==> config.mk <==
export PLATFORM = sky130hd
export DESIGN_NAME = ubc_uart_baud_err
export DESIGN_NICKNAME = d
export VERILOG_FILES = /design/src/common/ubc_pkg.sv /design/src/design/ubc_frac_tick.sv /design/src/design/ubc_uart_baud_err.sv
export SDC_FILE = /design/constraint.sdc
export NUM_CORES = 1
export LEC_CHECK = 0
export BUFFER_PORTS_ARGS = -buffer_cell sky130_fd_sc_hd__buf_2
export CORE_ASPECT_RATIO = 2
export CORE_MARGIN = 2
export CORE_UTILIZATION = 63
export CTS_CLUSTER_SIZE = 14
export DETAILED_ROUTE_END_ITERATION = 7
export PLACE_DENSITY = 0.84
export SLEW_MARGIN = 10
export SYNTH_ARGS = -nofsm -noshare
export SYNTH_HDL_FRONTEND = slang
export SYNTH_HIERARCHICAL = 1
export SYNTH_SLANG_ARGS = --single-unit
==> constraint.sdc <==
create_clock -name CLK_I -period 5.7 [get_ports CLK_I]
set_clock_uncertainty 0.2 [all_clocks]
set_input_delay 1.14 -clock CLK_I [delete_from_list [all_inputs] [get_ports CLK_I]]
set_output_delay 1.14 -clock CLK_I [all_outputs]
set_load 0.03 [all_outputs]
==> src/common/ubc_pkg.sv <==
package ubc_pkg;

    // Register offsets
    localparam logic [7:0] ADDR_POWER_CTRL   = 8'h87;
    localparam logic [7:0] ADDR_TIMER_MODE   = 8'h89;
    localparam logic [7:0] ADDR_T1_RELOAD    = 8'h8d;
    localparam logic [7:0] ADDR_SERIAL_CTRL  = 8'h98;
    localparam logic [7:0] ADDR_SERIAL_BUF   = 8'h99;
    localparam logic [7:0] ADDR_FRACTION     = 8'h9d;
    localparam logic [7:0] ADDR_BAUD_CTRL    = 8'h9e;
    localparam logic [7:0] ADDR_CONFIG       = 8'haf;
    localparam logic [7:0] ADDR_T2_CTRL      = 8'hc8;
    localparam logic [7:0] ADDR_T2_RELOAD_LO = 8'hca;
    localparam logic [7:0] ADDR_T2_RELOAD_HI = 8'hcb;

    // Reset values
    localparam logic [7:0] RST_REG8  = 8'h00;
    localparam logic [7:0] RST_RDATA = 8'h00;

    // Serial control fields
    localparam int SC_MODE_HI   = 7;
    localparam int SC_MODE_LO   = 6;
    localparam int SC_MULTIPROC = 5;
    localparam int SC_RX_EN     = 4;
    localparam int SC_TX_NINTH  = 3;
    localparam int SC_RX_NINTH  = 2;
    localparam int SC_TX_FLAG   = 1;
    localparam int SC_RX_FLAG   = 0;

    // Other fields
    localparam int PC_DOUBLE_RATE = 7;
    localparam int BC_OVERWRITE   = 7;
    localparam int BC_FRAME_ERR   = 6;
    localparam int BC_BREAK_ERR   = 5;
    localparam int CF_ENHANCED    = 0;
    localparam int CF_MODULATE    = 1;
    localparam int CF_UART_TIMER  = 2;
    localparam int T2_RX_SELECT   = 5;
    localparam int T2_TX_SELECT   = 4;
    localparam logic [3:0] T1_AUTORELOAD = 4'h2;

    // Timing counts
    localparam int OVERSAMPLE = 16;
    localparam logic [3:0] MODE0_LAST  = 4'hb;
    localparam logic [3:0] MODE0_HALF  = 4'h6;
    localparam logic [3:0] OVS_LAST    = 4'(OVERSAMPLE - 1);
    localparam logic [3:0] MID_COUNT   = 4'(OVERSAMPLE / 2 - 1);
    localparam logic [7:0] BREAK_TICKS = 8'(9 * OVERSAMPLE);
    localparam logic [6:0] FRAC_UNIT   = 7'h40;

    // Operating modes
    typedef enum logic [1:0] {
        UBC_MODE0 = 2'b00,
        UBC_MODE1 = 2'b01,
        UBC_MODE2 = 2'b10,
        UBC_MODE3 = 2'b11
    } ubc_mode_t;

    // Received frame
    typedef struct packed {
        logic       ninth;
        logic       stop;
        logic [7:0] data;
    } ubc_frame_t;

endpackage

==> src/design/ubc_frac_tick.sv <==
`timescale 1ns/1ns
`default_nettype none

module ubc_frac_tick
    import ubc_pkg::*;
#(
    parameter int ACC_W = 17
) (
    // Clock and reset
    input  wire logic       clk_i,
    input  wire logic       rstn_i,
    // Divider setting
    input  wire logic [3:0] exp_i,
    input  wire logic [5:0] frac_i,
    // Oversample tick
    output var  logic       tick_o
);

    logic [ACC_W-1:0] acc_q;
    logic [ACC_W-1:0] thr;
    logic [ACC_W-1:0] nxt;

    // Period of 2^exp * (64 + frac) / 64 clocks per tick
    assign thr = ACC_W'({1'b0, frac_i} + FRAC_UNIT) << exp_i;
    assign nxt = acc_q + ACC_W'(FRAC_UNIT);

    always_ff @(posedge clk_i or negedge rstn_i) begin
        if (!rstn_i) begin
            acc_q  <= '0;
            tick_o <= 1'b0;
        end else if (nxt >= thr) begin
            acc_q  <= nxt - thr;
            tick_o <= 1'b1;
        end else begin
            acc_q  <= nxt;
            tick_o <= 1'b0;
        end
    end

endmodule // ubc_frac_tick

`default_nettype wire

==> src/design/ubc_uart_baud_err.sv <==
`timescale 1ns/1ns
`default_nettype none

module ubc_uart_baud_err
    import ubc_pkg::*;
(
    // Clock and reset
    input  wire logic       CLK_I,
    input  wire logic       RSTN_I,
    // Register port
    input  wire logic [7:0] ADDR_I,
    input  wire logic [7:0] WDATA_I,
    input  wire logic       WR_I,
    input  wire logic       RD_I,
    output var  logic [7:0] RDATA_O,
    // Rate source and carrier
    input  wire logic       T1_OVF_I,
    input  wire logic       CARRIER_I,
    // Serial pins
    input  wire logic       RXD_I,
    output var  logic       RXD_O,
    output var  logic       RXD_OE_N_O,
    output var  logic       TXD_O,
    // Wake-up
    output var  logic       WAKE_O
);

    typedef enum logic [1:0] {
        RX_IDLE  = 2'b00,
        RX_START = 2'b01,
        RX_DATA  = 2'b10
    } ubc_rx_state_t;

    typedef enum logic [1:0] {
        M0_IDLE = 2'b00,
        M0_TX   = 2'b01,
        M0_RX   = 2'b10
    } ubc_m0_state_t;

    logic [7:0]    serial_control_reg_q, power_control_reg_q, timer_mode_reg_q, t1_reload_q, frac_q, baud_q;
    logic [7:0]    cfg_q, t2ctl_q, t2_lo_q, t2_hi_q, rxbuf_q;
    ubc_mode_t     mode;
    logic          enh, dbl, buf_wr, buf_rd;
    logic          ri_set, ti_set, rb8_load, rb8_val, owe_set, fe_set, be_set;
    logic          div2_q, t1_half_q, t1_auto, t1_ovf, t1_tick;
    logic [7:0]    t1_cnt_q;
    logic          t2_on, t2_pre_q, t2_ovf;
    logic [15:0]   t2_cnt_q;
    logic          ut_tick, m2_tick, tx16, rx16;
    logic [3:0]    exp_sum;
    logic          rx_m_q, rx_s_q, rx_prev_q;
    logic [3:0]    tx16_q, rx16_q;
    logic          tx_bit, tx_pend_q, tx_busy_q;
    logic [10:0]   tx_sh_q;
    logic [7:0]    txbuf_q;
    logic [3:0]    tx_left_q;
    ubc_rx_state_t rx_st_q;
    logic [3:0]    rx_bits_q;
    ubc_frame_t    rx_fr_q;
    logic          rx_end, accept;
    logic [7:0]    brk_q;
    ubc_m0_state_t m0_st_q;
    logic [3:0]    m0_cnt_q;
    logic [2:0]    m0_bit_q;
    logic [7:0]    m0_sh_q;
    logic          m0_last;

    assign mode   = ubc_mode_t'({serial_control_reg_q[SC_MODE_HI], serial_control_reg_q[SC_MODE_LO]});
    assign enh    = cfg_q[CF_ENHANCED];
    assign dbl    = power_control_reg_q[PC_DOUBLE_RATE];
    assign buf_wr = WR_I && (ADDR_I == ADDR_SERIAL_BUF);
    assign buf_rd = RD_I && (ADDR_I == ADDR_SERIAL_BUF);

    // Software registers
    always_ff @(posedge CLK_I or negedge RSTN_I) begin
        if (!RSTN_I) begin
            power_control_reg_q      <= RST_REG8;
            timer_mode_reg_q      <= RST_REG8;
            t1_reload_q <= RST_REG8;
            frac_q      <= RST_REG8;
            cfg_q       <= RST_REG8;
            t2ctl_q     <= RST_REG8;
            t2_lo_q     <= RST_REG8;
            t2_hi_q     <= RST_REG8;
        end else if (WR_I) begin
            unique case (ADDR_I)
                ADDR_POWER_CTRL:   power_control_reg_q      <= WDATA_I;
                ADDR_TIMER_MODE:   timer_mode_reg_q      <= WDATA_I;
                ADDR_T1_RELOAD:    t1_reload_q <= WDATA_I;
                ADDR_FRACTION:     frac_q      <= WDATA_I;
                ADDR_CONFIG:       cfg_q       <= WDATA_I;
                ADDR_T2_CTRL:      t2ctl_q     <= WDATA_I;
                ADDR_T2_RELOAD_LO: t2_lo_q     <= WDATA_I;
                ADDR_T2_RELOAD_HI: t2_hi_q     <= WDATA_I;
                default: ;
            endcase
        end
    end

    // Serial control, hardware set wins over software write
    always_ff @(posedge CLK_I or negedge RSTN_I) begin
        if (!RSTN_I) begin
            serial_control_reg_q <= RST_REG8;
        end else begin
            if (WR_I && (ADDR_I == ADDR_SERIAL_CTRL)) begin
                serial_control_reg_q <= WDATA_I;
            end
            if (ri_set) begin
                serial_control_reg_q[SC_RX_FLAG] <= 1'b1;
            end
            if (ti_set) begin
                serial_control_reg_q[SC_TX_FLAG] <= 1'b1;
            end
            if (rb8_load) begin
                serial_control_reg_q[SC_RX_NINTH] <= rb8_val;
            end
        end
    end

    // Baud control: writing zero clears a flag, a new event wins
    always_ff @(posedge CLK_I or negedge RSTN_I) begin
        if (!RSTN_I) begin
            baud_q <= RST_REG8;
        end else begin
            if (WR_I && (ADDR_I == ADDR_BAUD_CTRL)) begin
                baud_q <= {baud_q[7:5] & WDATA_I[7:5], WDATA_I[4:0]};
            end
            if (buf_rd) begin
                baud_q[BC_OVERWRITE] <= 1'b0;
            end
            if (owe_set) begin
                baud_q[BC_OVERWRITE] <= 1'b1;
            end
            if (fe_set) begin
                baud_q[BC_FRAME_ERR] <= 1'b1;
            end
            if (be_set) begin
                baud_q[BC_BREAK_ERR] <= 1'b1;
            end
        end
    end

    // Read port
    always_ff @(posedge CLK_I or negedge RSTN_I) begin
        if (!RSTN_I) begin
            RDATA_O <= RST_RDATA;
        end else if (RD_I) begin
            unique case (ADDR_I)
                ADDR_POWER_CTRL:   RDATA_O <= power_control_reg_q;
                ADDR_TIMER_MODE:   RDATA_O <= timer_mode_reg_q;
                ADDR_T1_RELOAD:    RDATA_O <= t1_reload_q;
                ADDR_SERIAL_CTRL:  RDATA_O <= serial_control_reg_q;
                ADDR_SERIAL_BUF:   RDATA_O <= rxbuf_q;
                ADDR_FRACTION:     RDATA_O <= frac_q;
                ADDR_BAUD_CTRL:    RDATA_O <= baud_q;
                ADDR_CONFIG:       RDATA_O <= cfg_q;
                ADDR_T2_CTRL:      RDATA_O <= t2ctl_q;
                ADDR_T2_RELOAD_LO: RDATA_O <= t2_lo_q;
                ADDR_T2_RELOAD_HI: RDATA_O <= t2_hi_q;
                default:           RDATA_O <= RST_RDATA;
            endcase
        end else begin
            RDATA_O <= RST_RDATA;
        end
    end

    // Timer 1 auto-reload counter and fixed prescalers
    assign t1_auto = (timer_mode_reg_q[7:4] == T1_AUTORELOAD);
    assign t1_ovf  = t1_auto ? (t1_cnt_q == 8'hff) : T1_OVF_I;
    assign t1_tick = t1_ovf && (dbl || t1_half_q);
    assign m2_tick = dbl || div2_q;

    always_ff @(posedge CLK_I or negedge RSTN_I) begin
        if (!RSTN_I) begin
            div2_q    <= 1'b0;
            t1_half_q <= 1'b0;
            t1_cnt_q  <= RST_REG8;
        end else begin
            div2_q <= !div2_q;
            if (t1_ovf) begin
                t1_half_q <= !t1_half_q;
            end
            if (!t1_auto || (t1_cnt_q == 8'hff)) begin
                t1_cnt_q <= t1_reload_q;
            end else begin
                t1_cnt_q <= t1_cnt_q + 8'h01;
            end
        end
    end

    // Timer 2 baud generator
    assign t2_on  = t2ctl_q[T2_TX_SELECT] || t2ctl_q[T2_RX_SELECT];
    assign t2_ovf = t2_on && t2_pre_q && (t2_cnt_q == 16'hffff);

    always_ff @(posedge CLK_I or negedge RSTN_I) begin
        if (!RSTN_I) begin
            t2_pre_q <= 1'b0;
            t2_cnt_q <= 16'h0000;
        end else if (!t2_on) begin
            t2_pre_q <= 1'b0;
            t2_cnt_q <= {t2_hi_q, t2_lo_q};
        end else begin
            t2_pre_q <= !t2_pre_q;
            if (t2_ovf) begin
                t2_cnt_q <= {t2_hi_q, t2_lo_q};
            end else if (t2_pre_q) begin
                t2_cnt_q <= t2_cnt_q + 16'h0001;
            end
        end
    end

    // UART timer
    assign exp_sum = {1'b0, baud_q[2:0]} + {2'b00, baud_q[4:3]};

    ubc_frac_tick u_frac (
        .clk_i  (CLK_I),
        .rstn_i (RSTN_I),
        .exp_i  (exp_sum),
        .frac_i (frac_q[5:0]),
        .tick_o (ut_tick)
    );

    // Oversample tick per direction
    always_comb begin
        if (mode == UBC_MODE2) begin
            tx16 = m2_tick;
            rx16 = m2_tick;
        end else begin
            tx16 = t2ctl_q[T2_TX_SELECT] ? t2_ovf :
                   (cfg_q[CF_UART_TIMER] ? ut_tick : t1_tick);
            rx16 = t2ctl_q[T2_RX_SELECT] ? t2_ovf :
                   (cfg_q[CF_UART_TIMER] ? ut_tick : t1_tick);
        end
    end

    // Receive pin synchroniser and wake-up
    always_ff @(posedge CLK_I or negedge RSTN_I) begin
        if (!RSTN_I) begin
            rx_m_q    <= 1'b1;
            rx_s_q    <= 1'b1;
            rx_prev_q <= 1'b1;
            WAKE_O    <= 1'b0;
        end else begin
            rx_m_q    <= RXD_I;
            rx_s_q    <= rx_m_q;
            rx_prev_q <= rx_s_q;
            WAKE_O    <= rx_prev_q ^ rx_s_q;
        end
    end

    // Transmitter, modes 1 to 3
    assign tx_bit = tx16 && (tx16_q == OVS_LAST);

    always_ff @(posedge CLK_I or negedge RSTN_I) begin
        if (!RSTN_I) begin
            tx16_q    <= 4'h0;
            tx_pend_q <= 1'b0;
            tx_busy_q <= 1'b0;
            tx_sh_q   <= 11'h7ff;
            tx_left_q <= 4'h0;
        end else begin
            if (tx16) begin
                tx16_q <= tx16_q + 4'h1;
            end
            if (buf_wr && (mode != UBC_MODE0)) begin
                tx_pend_q <= 1'b1;
            end
            if (tx_bit && !tx_busy_q && tx_pend_q) begin
                tx_pend_q <= 1'b0;
                tx_busy_q <= 1'b1;
                if (mode == UBC_MODE1) begin
                    tx_sh_q   <= {2'b11, txbuf_q, 1'b0};
                    tx_left_q <= 4'ha;
                end else begin
                    tx_sh_q   <= {1'b1, serial_control_reg_q[SC_TX_NINTH], txbuf_q, 1'b0};
                    tx_left_q <= 4'hb;
                end
            end else if (tx_bit && tx_busy_q) begin
                if (tx_left_q == 4'h1) begin
                    tx_busy_q <= 1'b0;
                end else begin
                    tx_sh_q   <= {1'b1, tx_sh_q[10:1]};
                    tx_left_q <= tx_left_q - 4'h1;
                end
            end
        end
    end

    // Transmit data latched at the buffer write
    always_ff @(posedge CLK_I or negedge RSTN_I) begin
        if (!RSTN_I) begin
            txbuf_q <= RST_REG8;
        end else if (buf_wr) begin
            txbuf_q <= WDATA_I;
        end
    end

    // Receiver, modes 1 to 3
    assign rx_end = (rx_st_q == RX_DATA) && rx16 && (rx16_q == OVS_LAST) &&
                    (rx_bits_q == ((mode == UBC_MODE1) ? 4'h8 : 4'h9));
    assign rb8_val = (mode == UBC_MODE1) ? rx_s_q : rx_fr_q.ninth;
    assign accept  = rx_end && (enh || !serial_control_reg_q[SC_RX_FLAG]) &&
                     (!serial_control_reg_q[SC_MULTIPROC] || rb8_val);
    assign owe_set = accept && enh && serial_control_reg_q[SC_RX_FLAG];
    assign fe_set  = rx_end && enh && !rx_s_q;
    assign rb8_load = accept;

    always_ff @(posedge CLK_I or negedge RSTN_I) begin
        if (!RSTN_I) begin
            rx_st_q   <= RX_IDLE;
            rx16_q    <= 4'h0;
            rx_bits_q <= 4'h0;
            rx_fr_q   <= '0;
        end else begin
            unique case (rx_st_q)
                RX_IDLE: begin
                    rx16_q    <= 4'h0;
                    rx_bits_q <= 4'h0;
                    if (serial_control_reg_q[SC_RX_EN] && (mode != UBC_MODE0) && rx_prev_q && !rx_s_q) begin
                        rx_st_q <= RX_START;
                    end
                end
                RX_START: begin
                    if (rx16) begin
                        rx16_q <= rx16_q + 4'h1;
                        if (rx16_q == MID_COUNT) begin
                            rx16_q  <= 4'h0;
                            rx_st_q <= rx_s_q ? RX_IDLE : RX_DATA;
                        end
                    end
                end
                RX_DATA: begin
                    if (rx16) begin
                        rx16_q <= rx16_q + 4'h1;
                        if (rx16_q == OVS_LAST) begin
                            rx_bits_q <= rx_bits_q + 4'h1;
                            if (rx_bits_q < 4'h8) begin
                                rx_fr_q.data <= {rx_s_q, rx_fr_q.data[7:1]};
                            end else if (!rx_end) begin
                                rx_fr_q.ninth <= rx_s_q;
                            end else begin
                                rx_fr_q.stop <= rx_s_q;
                                rx_st_q      <= RX_IDLE;
                            end
                        end
                    end
                end
                default: rx_st_q <= RX_IDLE;
            endcase
        end
    end

    // Break detection
    always_ff @(posedge CLK_I or negedge RSTN_I) begin
        if (!RSTN_I) begin
            brk_q <= 8'h00;
        end else if (rx_s_q) begin
            brk_q <= 8'h00;
        end else if (rx16 && (brk_q <= BREAK_TICKS)) begin
            brk_q <= brk_q + 8'h01;
        end
    end
    assign be_set = enh && (mode != UBC_MODE0) && !rx_s_q && rx16 &&
                    (brk_q == BREAK_TICKS);

    // Mode 0 shift engine
    assign m0_last = (m0_cnt_q == MODE0_LAST);

    always_ff @(posedge CLK_I or negedge RSTN_I) begin
        if (!RSTN_I) begin
            m0_st_q  <= M0_IDLE;
            m0_cnt_q <= 4'h0;
            m0_bit_q <= 3'h0;
            m0_sh_q  <= RST_REG8;
        end else begin
            unique case (m0_st_q)
                M0_IDLE: begin
                    m0_cnt_q <= 4'h0;
                    m0_bit_q <= 3'h0;
                    if (mode == UBC_MODE0) begin
                        if (buf_wr) begin
                            m0_sh_q <= WDATA_I;
                            m0_st_q <= M0_TX;
                        end else if (serial_control_reg_q[SC_RX_EN] && !serial_control_reg_q[SC_RX_FLAG]) begin
                            m0_st_q <= M0_RX;
                        end
                    end
                end
                M0_TX, M0_RX: begin
                    m0_cnt_q <= m0_last ? 4'h0 : m0_cnt_q + 4'h1;
                    if (m0_last) begin
                        m0_bit_q <= m0_bit_q + 3'h1;
                        m0_sh_q  <= {(m0_st_q == M0_RX) ? rx_s_q : 1'b1, m0_sh_q[7:1]};
                        if (m0_bit_q == 3'h7) begin
                            m0_st_q <= M0_IDLE;
                        end
                    end
                end
                default: m0_st_q <= M0_IDLE;
            endcase
        end
    end

    assign ti_set = (tx_bit && tx_busy_q && (tx_left_q == 4'h2)) ||
                    ((m0_st_q == M0_TX) && m0_last && (m0_bit_q == 3'h7));
    assign ri_set = accept || ((m0_st_q == M0_RX) && m0_last && (m0_bit_q == 3'h7));

    // Receive buffer
    always_ff @(posedge CLK_I or negedge RSTN_I) begin
        if (!RSTN_I) begin
            rxbuf_q <= RST_REG8;
        end else if (accept) begin
            rxbuf_q <= rx_fr_q.data;
        end else if ((m0_st_q == M0_RX) && m0_last && (m0_bit_q == 3'h7)) begin
            rxbuf_q <= {rx_s_q, m0_sh_q[7:1]};
        end
    end

    // Pin drivers
    always_ff @(posedge CLK_I or negedge RSTN_I) begin
        if (!RSTN_I) begin
            TXD_O      <= 1'b1;
            RXD_O      <= 1'b1;
            RXD_OE_N_O <= 1'b1;
        end else begin
            if (mode == UBC_MODE0) begin
                TXD_O <= (m0_st_q == M0_IDLE) || (m0_cnt_q >= MODE0_HALF);
            end else begin
                TXD_O <= (tx_busy_q ? tx_sh_q[0] : 1'b1) ||
                         (cfg_q[CF_MODULATE] && CARRIER_I);
            end
            RXD_O      <= m0_sh_q[0];
            RXD_OE_N_O <= (m0_st_q != M0_TX);
        end
    end

endmodule // ubc_uart_baud_err

`default_nettype wire

==> out/results.txt, run 1 <==
final RePlAce weighted congestion: 1.04
switching share of total power: 0.356
Least-Margin Pin Slew: 0.899 ns
Num Clock Sinks: 220
CTS tree: yes
Synth Area in Adders: 0.0448
Initial Util: 0.641
vias per inst: 6.52
final hold violation count: 0
crit path to: u_frac/acc_q[3]$_DFFE_PN0P_
worst r2r path cells: 16
crit end category: flop
clock share of power: 0.266
Tot Pwr: 5.14 mW
Die Width: 103 µm
Final period util: 0.803
Avg Inst Size Synth: 10.4 µm²
P&R area growth vs syn: 8.14%
CP peak stage delay: 0.56 ns
H-Tree Depth: 1
register area share after synthesis: 0.447
final setup TNS: 0 ns
IO buf count: 34
reg2reg end: u_frac/acc_q[3]$_DFFE_PN0P_
worst-path fanout max: 17
Switch Pwr: 1.83 mW
number of nets with antenna violations after routing: 0
Worst-path clk slew: 0.07 ns
Sequential Area: 0.00553 mm²
Clock Latency Late Sink: 0.50 ns
CTS-repair resized insts: 0
fin. max-slew vios: 0
drt total wl: 32.6 mm
share of flip-flops with an asynchronous set or reset: 1.00
cell breakdown of the critical path: ha_1 -> inv_1 -> fa_1 -> inv_1 -> a211oi_1 -> a21oi_1 -> nand2_1 -> o31ai_1 -> nand2_1 -> ha_1 -> nand3_1 -> or2_0 -> a31oi_4 -> o21ai_2 -> o21ai_4 -> mux2_2
Yosys warnings: 6
Compound-Gate Fraction of Synth Area: 0.147
post-CTS setup buffers: 0
HPWL Detailed: 23.1 mm
clk buf depth: 3
RSZ-0062 raised after global routing: false
Residual DRC: 0
worst r2r src: baud_q[0]$_DFFE_PN0P_
simple-gate share of the synthesized area: 0.151
minimum clock period: 4.58 ns
global-route wire length before repair: 52.0 mm
worst vdd ir: 0.000267 V
EDFF count, synth: 0
Syn Nets: 1253
CP startpoint: baud_q[0]$_DFFE_PN0P_
Yosys top cell by area: dfrtp_1
die height: 202 µm
initial drt markers: 744
Post-Syn Area: 0.0123 mm²
IO Count: 35
Multi-input gate area: 0.00645 mm²
XOR/XNOR Fraction of Synth Area: 0.0284
cts bufs inserted: 20
Critical Path RT: 5.88 ns
top_reg_cell synth: dfrtp_1
Synth Instances: 1187
die area: 0.0208 mm²
maxcap violations: 0
top cells by area, synth: dfrtp_1 (41%), mux2_2 (11%), ha_1 (4.2%), nand2_1 (3.8%), dfstp_2 (3.4%)
commonest non-fill, non-tap cell in the layout: dfrtp_1
FP Rows: 72
max frequency: 218 MHz
initial antenna violation count: 1
R2R setup slack: 1.12 ns
CTS Root Buffer Type: clkbuf_16
core footprint: 0.0193 mm²
largest family of logic cells by synthesized area: simple AND/OR/NAND/NOR gates
Setup CP Type: flop to flop
# setup viols final: 0
largest net degree at the start of global routing: 115
most frequent cells in the layout: dfrtp_1 (204), nand2_1 (124), mux2_2 (123)
slew margin rel.: 0.401
Leak: 5.91 nW
layout cells sized above 1: 0.210
Yosys top cell area share: 0.413
Remaining Overflow, GRT: 0
synth unique cells: 91
First-pass DRT Iterations: 7
crit-path leading delay family: compound AO/OA/AOI/OAI gates
Bufs and invs on worst path: 2
routed len/inst: 22.1 µm
pwr/cell area: 385 mW/mm²
slowest stage cell on the critical path: o21ai_4
Seq pwr share: 0.366
Combinational Power Share: 0.368
vias in the first global route: 10.0k
synthesized flop and latch total: 220
Final Net Count: 1270
mux cell area share after synthesis: 0.150
HP Class: flop to flop
WP depth: 16
status: finished, final reports clean
Hold Startpoint: rx_m_q$_DFF_PN1_
fillcell total: 1483
Pint: 3.31 mW
crit path launch type: flop
Vias: 9637
Global Route Usage Sum: 0.322
hold_buf cts: 0
CP Data Arrival Time: 4.76 ns
==> cell type report <==
cell class                      count  share of cell area
Tap cell                          259              0.0243
Multi-Input combinational cell    878               0.483
Sequential cell                   220               0.414
Clock inverter                      3             0.00487
Clock buffer                       32              0.0432
Inverter                           39              0.0110
Timing Repair Buffer               45              0.0197
Antenna cell                        1            0.000187
==> logic make-up after synthesis <==
| group | Yosys count |
|---|---|
| AND/OR/NAND/NOR | 364 |
| AO/OA/AOI/OAI | 266 |
| XOR/XNOR | 40 |
| buffers and inverters | 89 |
| flip-flops | 220 |
| adder cells (fa/ha/maj) | 43 |
| multiplexers | 165 |
==> state kept, by name, summed over array words and instances (netlist names), 9 cells and up <==
name,flops
rx_fr_q,9
t2_cnt_q,16
tx_sh_q,10
u_frac/acc_q,17
==> synth_stat cells, types with 5 or more instances <==
master	instances
xnor2_1	27
nand2_1	124
nand2b_1	14
mux2i_1	32
a31o_2	5
o21a_1	5
ha_1	41
nor2_1	65
xor2_1	13
nand4_1	16
o31ai_1	8
dfstp_2	16
mux2_2	123
a21o_1	7
buf_2	6
clkbuf_1	37
a222oi_1	9
and2_1	5
inv_1	38
and3_1	6
nor2b_1	13
a31oi_1	22
dfrtp_1	204
a21oi_1	62
a22oi_1	12
nand3_1	46
nor4_1	5
and4_1	5
mux2_4	7
or3_1	5
a22o_1	7
nor3_1	22
o21ai_0	67
a211oi_1	6
==> power by group through the flow <==
stage	sequential, mW	combinational, mW	clock [mW]
3_3_place_gp	1.90	1.78	0
6_report	1.88	1.89	1.37
5_1_grt	1.90	2.05	1.43
3_5_place_dp	1.90	1.82	0
2_1_floorplan	1.86	1.44	0
4_1_cts	1.88	1.85	1.38
==> worst min path at each step <==
stage,end,cells after the start
after floorplan,rx_s_q$_DFF_PN1_,0
after global placement,rx_s_q$_DFF_PN1_,0
after detailed placement,rx_s_q$_DFF_PN1_,0
after CTS,rx_s_q$_DFF_PN1_,0
after global routing,rx_s_q$_DFF_PN1_,0
final,rx_s_q$_DFF_PN1_,0
==> worst reg2reg max path, stage by stage, from the launching register on <==
cell	delay [ns]
dfrtp_1	0.40
ha_1	0.23
inv_1	0.07
fa_1	0.40
inv_1	0.34
a211oi_1	0.08
a21oi_1	0.26
nand2_1	0.09
o31ai_1	0.09
nand2_1	0.15
ha_1	0.41
nand3_1	0.15
or2_0	0.28
a31oi_4	0.21
o21ai_2	0.13
o21ai_4	0.57
mux2_2	0.42
==> stage by stage <==
stage / hold WS, ns / setup WS (ns) / cell area (µm²) / instances / utilization
2_1_floorplan: 0.145 / 1.54 / 12300 / 1187 / -
3_3_place_gp: 0.147 / 1.24 / 12700 / 1441 / 0.659
3_5_place_dp: 0.149 / 1.20 / 12700 / 1441 / 0.659
4_1_cts: 0.159 / 1.18 / 13400 / 1476 / 0.693
5_1_grt: 0.164 / 0.822 / 13400 / 1476 / 0.693
6_report: 0.158 / 1.12 / 13400 / 1477 / 0.693
==> per-layer routing <==
layer | share of wire | vias up | global-route usage | routed length (µm)
met4 | 0.075 | 0 | 0.198 | 2450
met1 | 0.34 | 4711 | 0.343 | 10900
li1 | - | 4375 | - | -
met2 | 0.53 | 400 | 0.572 | 17400
met5 | 0 | - | 0 | 0
met3 | 0.056 | 151 | 0.0508 | 1810
No activity file was read; power rests on OpenSTA's default activity.
==> run 2, diff against run 1 <==
--- a/config.mk
+++ b/config.mk
@@ -5,6 +5,7 @@
 export SDC_FILE = /design/constraint.sdc
 export NUM_CORES = 1
 export LEC_CHECK = 0
+export ABC_AREA = 1
 export BUFFER_PORTS_ARGS = -buffer_cell sky130_fd_sc_hd__buf_2
 export CORE_ASPECT_RATIO = 2
 export CORE_MARGIN = 2
==> constraint.sdc (replaced) <==
create_clock -name CLK_I -period 4.8 [get_ports CLK_I]
set_clock_uncertainty 0.2 [all_clocks]
set_input_delay 0.96 -clock CLK_I [delete_from_list [all_inputs] [get_ports CLK_I]]
set_output_delay 0.96 -clock CLK_I [all_outputs]
set_load 0.03 [all_outputs]
==> run 2 against run 1 <==
Against the previous run:
- cell area decreased by 0.55%
- global-route usage increased by 1.5 points
- flip-flop and latch count unchanged
==> out/results.txt, run 2 <==
initial antenna violation count: 0 (-1)
Setup CP Type: flop to flop
CTS-repair resized insts: 0 (unchanged)
maxcap violations: 0 (unchanged)
minimum clock period: 3.88 ns (-0.697 ns)
fin. max-slew vios: 0 (unchanged)
Initial Util: 0.640 (-0.000709)
clk buf depth: 3 (unchanged)
EDFF count, synth: 0 (unchanged)
vias per inst: 5.78 (-11%)
Least-Margin Pin Slew: 1.10 ns (+0.202 ns)
Remaining Overflow, GRT: 0 (unchanged)
Final Net Count: 1675 (+32%)
largest net degree at the start of global routing: 121 (+5.2%)
Critical Path RT: 5.04 ns (-0.84 ns)
synth unique cells: 50 (-45%)
Avg Inst Size Synth: 7.77 µm² (-25%)
die height: 201 µm (-0.28%)
Top reg by flops: u_frac/acc_q
final setup TNS: 0 ns (unchanged)
Final period util: 0.809 (+0.00540)
hold_buf cts: 0 (unchanged)
Num Clock Sinks: 220 (unchanged)
Yosys top cell by area: dfrtp_1
register area share after synthesis: 0.450 (+0.00260)
P&R area growth vs syn: 8.16% (about the same)
cts bufs inserted: 20 (unchanged)
layout cells sized above 1: 0.0918 (-0.119)
Global Route Usage Sum: 0.337 (+0.0149)
Synth Instances: 1581 (+33%)
Syn Nets: 1647 (+31%)
drt total wl: 33.3 mm (+2.2%)
CTS Root Buffer Type: clkbuf_16
diode count: 0 (-1)
FP Rows: 72 (unchanged)
worst vdd ir: 0.000337 V (+26%)
First-pass DRT Iterations: 8 (+1)
die area: 0.0207 mm² (-0.56%)
HPWL Detailed: 24.8 mm (+7.8%)
Residual DRC: 0 (unchanged)
clock share of power: 0.251 (-0.015)
vias in the first global route: 11.1k (+11%)
commonest non-fill, non-tap cell in the layout: nand2_1
CP Data Arrival Time: 4.12 ns (-0.64 ns)
most frequent cells after synthesis: nand2_1 (433), dfrtp_1 (204), inv_1 (198), o21ai_0 (176), nand3_1 (112)
worst-path fanout max: 21 (+4)
final RePlAce weighted congestion: 1.00 (-3.8%)
post-CTS setup buffers: 0 (unchanged)
IO Count: 35 (unchanged)
max frequency: 258 MHz (+18%)
share of flip-flops with an asynchronous set or reset: 1.00 (unchanged)
R2R setup slack: 0.92 ns (-0.20 ns)
area post-placement: 0.0127 mm² (-0.34%)
Yosys warnings: 6 (unchanged)
Combinational Power Share: 0.387 (+0.019)
HP Class: flop to flop
final hold violation count: 0 (unchanged)
design area: 0.0133 mm² (-0.55%)
Hold Startpoint: rx_m_q$_DFF_PN1_
top flop regs: u_frac/acc_q (17), t2_cnt_q (16), tx_sh_q (10)
initial drt markers: 951 (+28%)
RSZ-0062 raised after global routing: false
slew margin rel.: 0.264 (-0.137)
max reg flops: 17 (unchanged)
Pint: 3.71 mW (+12%)
crit path launch type: flop
top_reg_cell synth: dfrtp_1
Die Width: 103 µm (-0.28%)
WHS Endpoint: rx_s_q$_DFF_PN1_
synthesized flop and latch total: 220 (unchanged)
routed len/inst: 17.7 µm (-20%)
number of nets with antenna violations after routing: 0 (unchanged)
switching share of total power: 0.398 (+0.0419)
IO buf count: 34 (unchanged)
# setup viols final: 0 (unchanged)
Post-Syn Area: 0.0123 mm² (-0.58%)
Seq pwr share: 0.363 (-0.003)
worst r2r src: baud_q[0]$_DFFE_PN0P_
Yosys top cell area share: 0.416 (+0.00240)
CTS tree: yes
H-Tree Depth: 1 (unchanged)
most frequent cells in the layout: nand2_1 (433), dfrtp_1 (204), inv_1 (198)
worst r2r path cells: 19 (+3)
fillcell total: 1584 (+6.8%)
Vias: 10.9k (+13%)
Clock Latency Late Sink: 0.50 ns (about the same)
top cells by area, synth: dfrtp_1 (42%), nand2_1 (13%), o21ai_0 (7.2%), inv_1 (6.1%), nand3_1 (4.6%)
Worst-path clk slew: 0.07 ns (about the same)
Switch Pwr: 2.45 mW (+34%)
reg2reg end: u_frac/acc_q[9]$_DFF_PN0_
most numerous cell in the Yosys netlist: nand2_1
Leak: 6.63 nW (+12%)
global-route wire length before repair: 54.4 mm (+4.6%)
crit end category: flop
pwr/cell area: 464 mW/mm² (+20%)
status: finished, final reports clean
hold path cells: 0 (unchanged)
core footprint: 0.0192 mm² (-0.47%)
## run 2: power by group through the flow
| stage | clock network, mW | registers [mW] | logic [mW] |
|---|---|---|---|
| after floorplan | 0 | 2.23 | 1.83 |
| after global placement | 0 | 2.25 | 2.30 |
| after detailed placement | 0 | 2.26 | 2.34 |
| after CTS | 1.55 | 2.23 | 2.35 |
| after global routing | 1.63 | 2.26 | 2.69 |
| final | 1.54 | 2.24 | 2.38 |
## run 2: how the worst max path moves through the flow
stage	startpoint	to	cells after the start
floorplan	baud_q[0]$_DFFE_PN0P_	u_frac/acc_q[14]$_DFF_PN0_	21
global placement	baud_q[0]$_DFFE_PN0P_	u_frac/acc_q[5]$_DFFE_PN0P_	19
detailed placement	baud_q[0]$_DFFE_PN0P_	u_frac/acc_q[2]$_DFFE_PN0P_	19
CTS	baud_q[0]$_DFFE_PN0P_	u_frac/acc_q[9]$_DFF_PN0_	19
global route	baud_q[0]$_DFFE_PN0P_	u_frac/acc_q[2]$_DFFE_PN0P_	19
finish	baud_q[0]$_DFFE_PN0P_	u_frac/acc_q[9]$_DFF_PN0_	19
## run 2: area by class of cell
| cell class | count | area, µm² | area share |
|---|---|---|---|
| tap | 259 | 324 | 0.0244 |
| clock inverter | 2 | 10.0 | 0.000754 |
| inverter | 210 | 791 | 0.0595 |
| multi-input combinational | 1114 | 5770 | 0.434 |
| timing repair buffer | 43 | 260 | 0.0196 |
| clock buffer | 34 | 604 | 0.0455 |
| sequential | 220 | 5530 | 0.416 |
## run 2: worst max-delay path: stages, from the launching register on
cell,delay [ns]
dfrtp_1,0.39
ha_1,0.22
inv_1,0.07
fa_1,0.40
inv_1,0.21
inv_1,0.18
o21ai_0,0.26
nand2_1,0.07
o21ai_0,0.12
nand2_1,0.16
ha_1,0.36
a21oi_1,0.22
nor2_1,0.06
nor2_1,0.10
nand2_1,0.08
nor2_2,0.13
nand2_4,0.18
inv_4,0.25
nand2_1,0.08
nand2_1,0.07
## run 2: routing by layer
layer,routed length (µm),share of wire,global-route usage,vias to the layer above
met5,0,0,0,-
met4,3290,0.099,0.267,0
met3,1650,0.050,0.0570,195
met2,17000,0.51,0.581,379
met1,11300,0.34,0.345,5097
li1,-,-,-,5206
## run 2: logic make-up (layout without fill, tap and decap cells)
group,after synthesis,after routing,synth area share
buffers and inverters,247,289,0.0804
AO/OA/AOI/OAI,278,278,0.127
flip-flops,220,220,0.450
XOR/XNOR,38,38,0.0271
AND/OR/NAND/NOR,753,753,0.268
multiplexers,2,2,0.00183
adder cells (fa/ha/maj),43,43,0.0450
## run 2: metrics by stage
stage | power [mW] | util | setup WS, ns | hold slack, ns | instances
6_report | 6.16 | 0.692 | 0.919 | 0.162 | 1882
5_1_grt | 6.59 | 0.692 | 0.575 | 0.160 | 1882
4_1_cts | 6.14 | 0.692 | 0.970 | 0.160 | 1882
3_5_place_dp | 4.60 | 0.660 | 0.988 | 0.149 | 1846
3_3_place_gp | 4.56 | 0.660 | 1.04 | 0.148 | 1846
2_1_floorplan | 4.06 | - | 1.56 | 0.145 | 1581
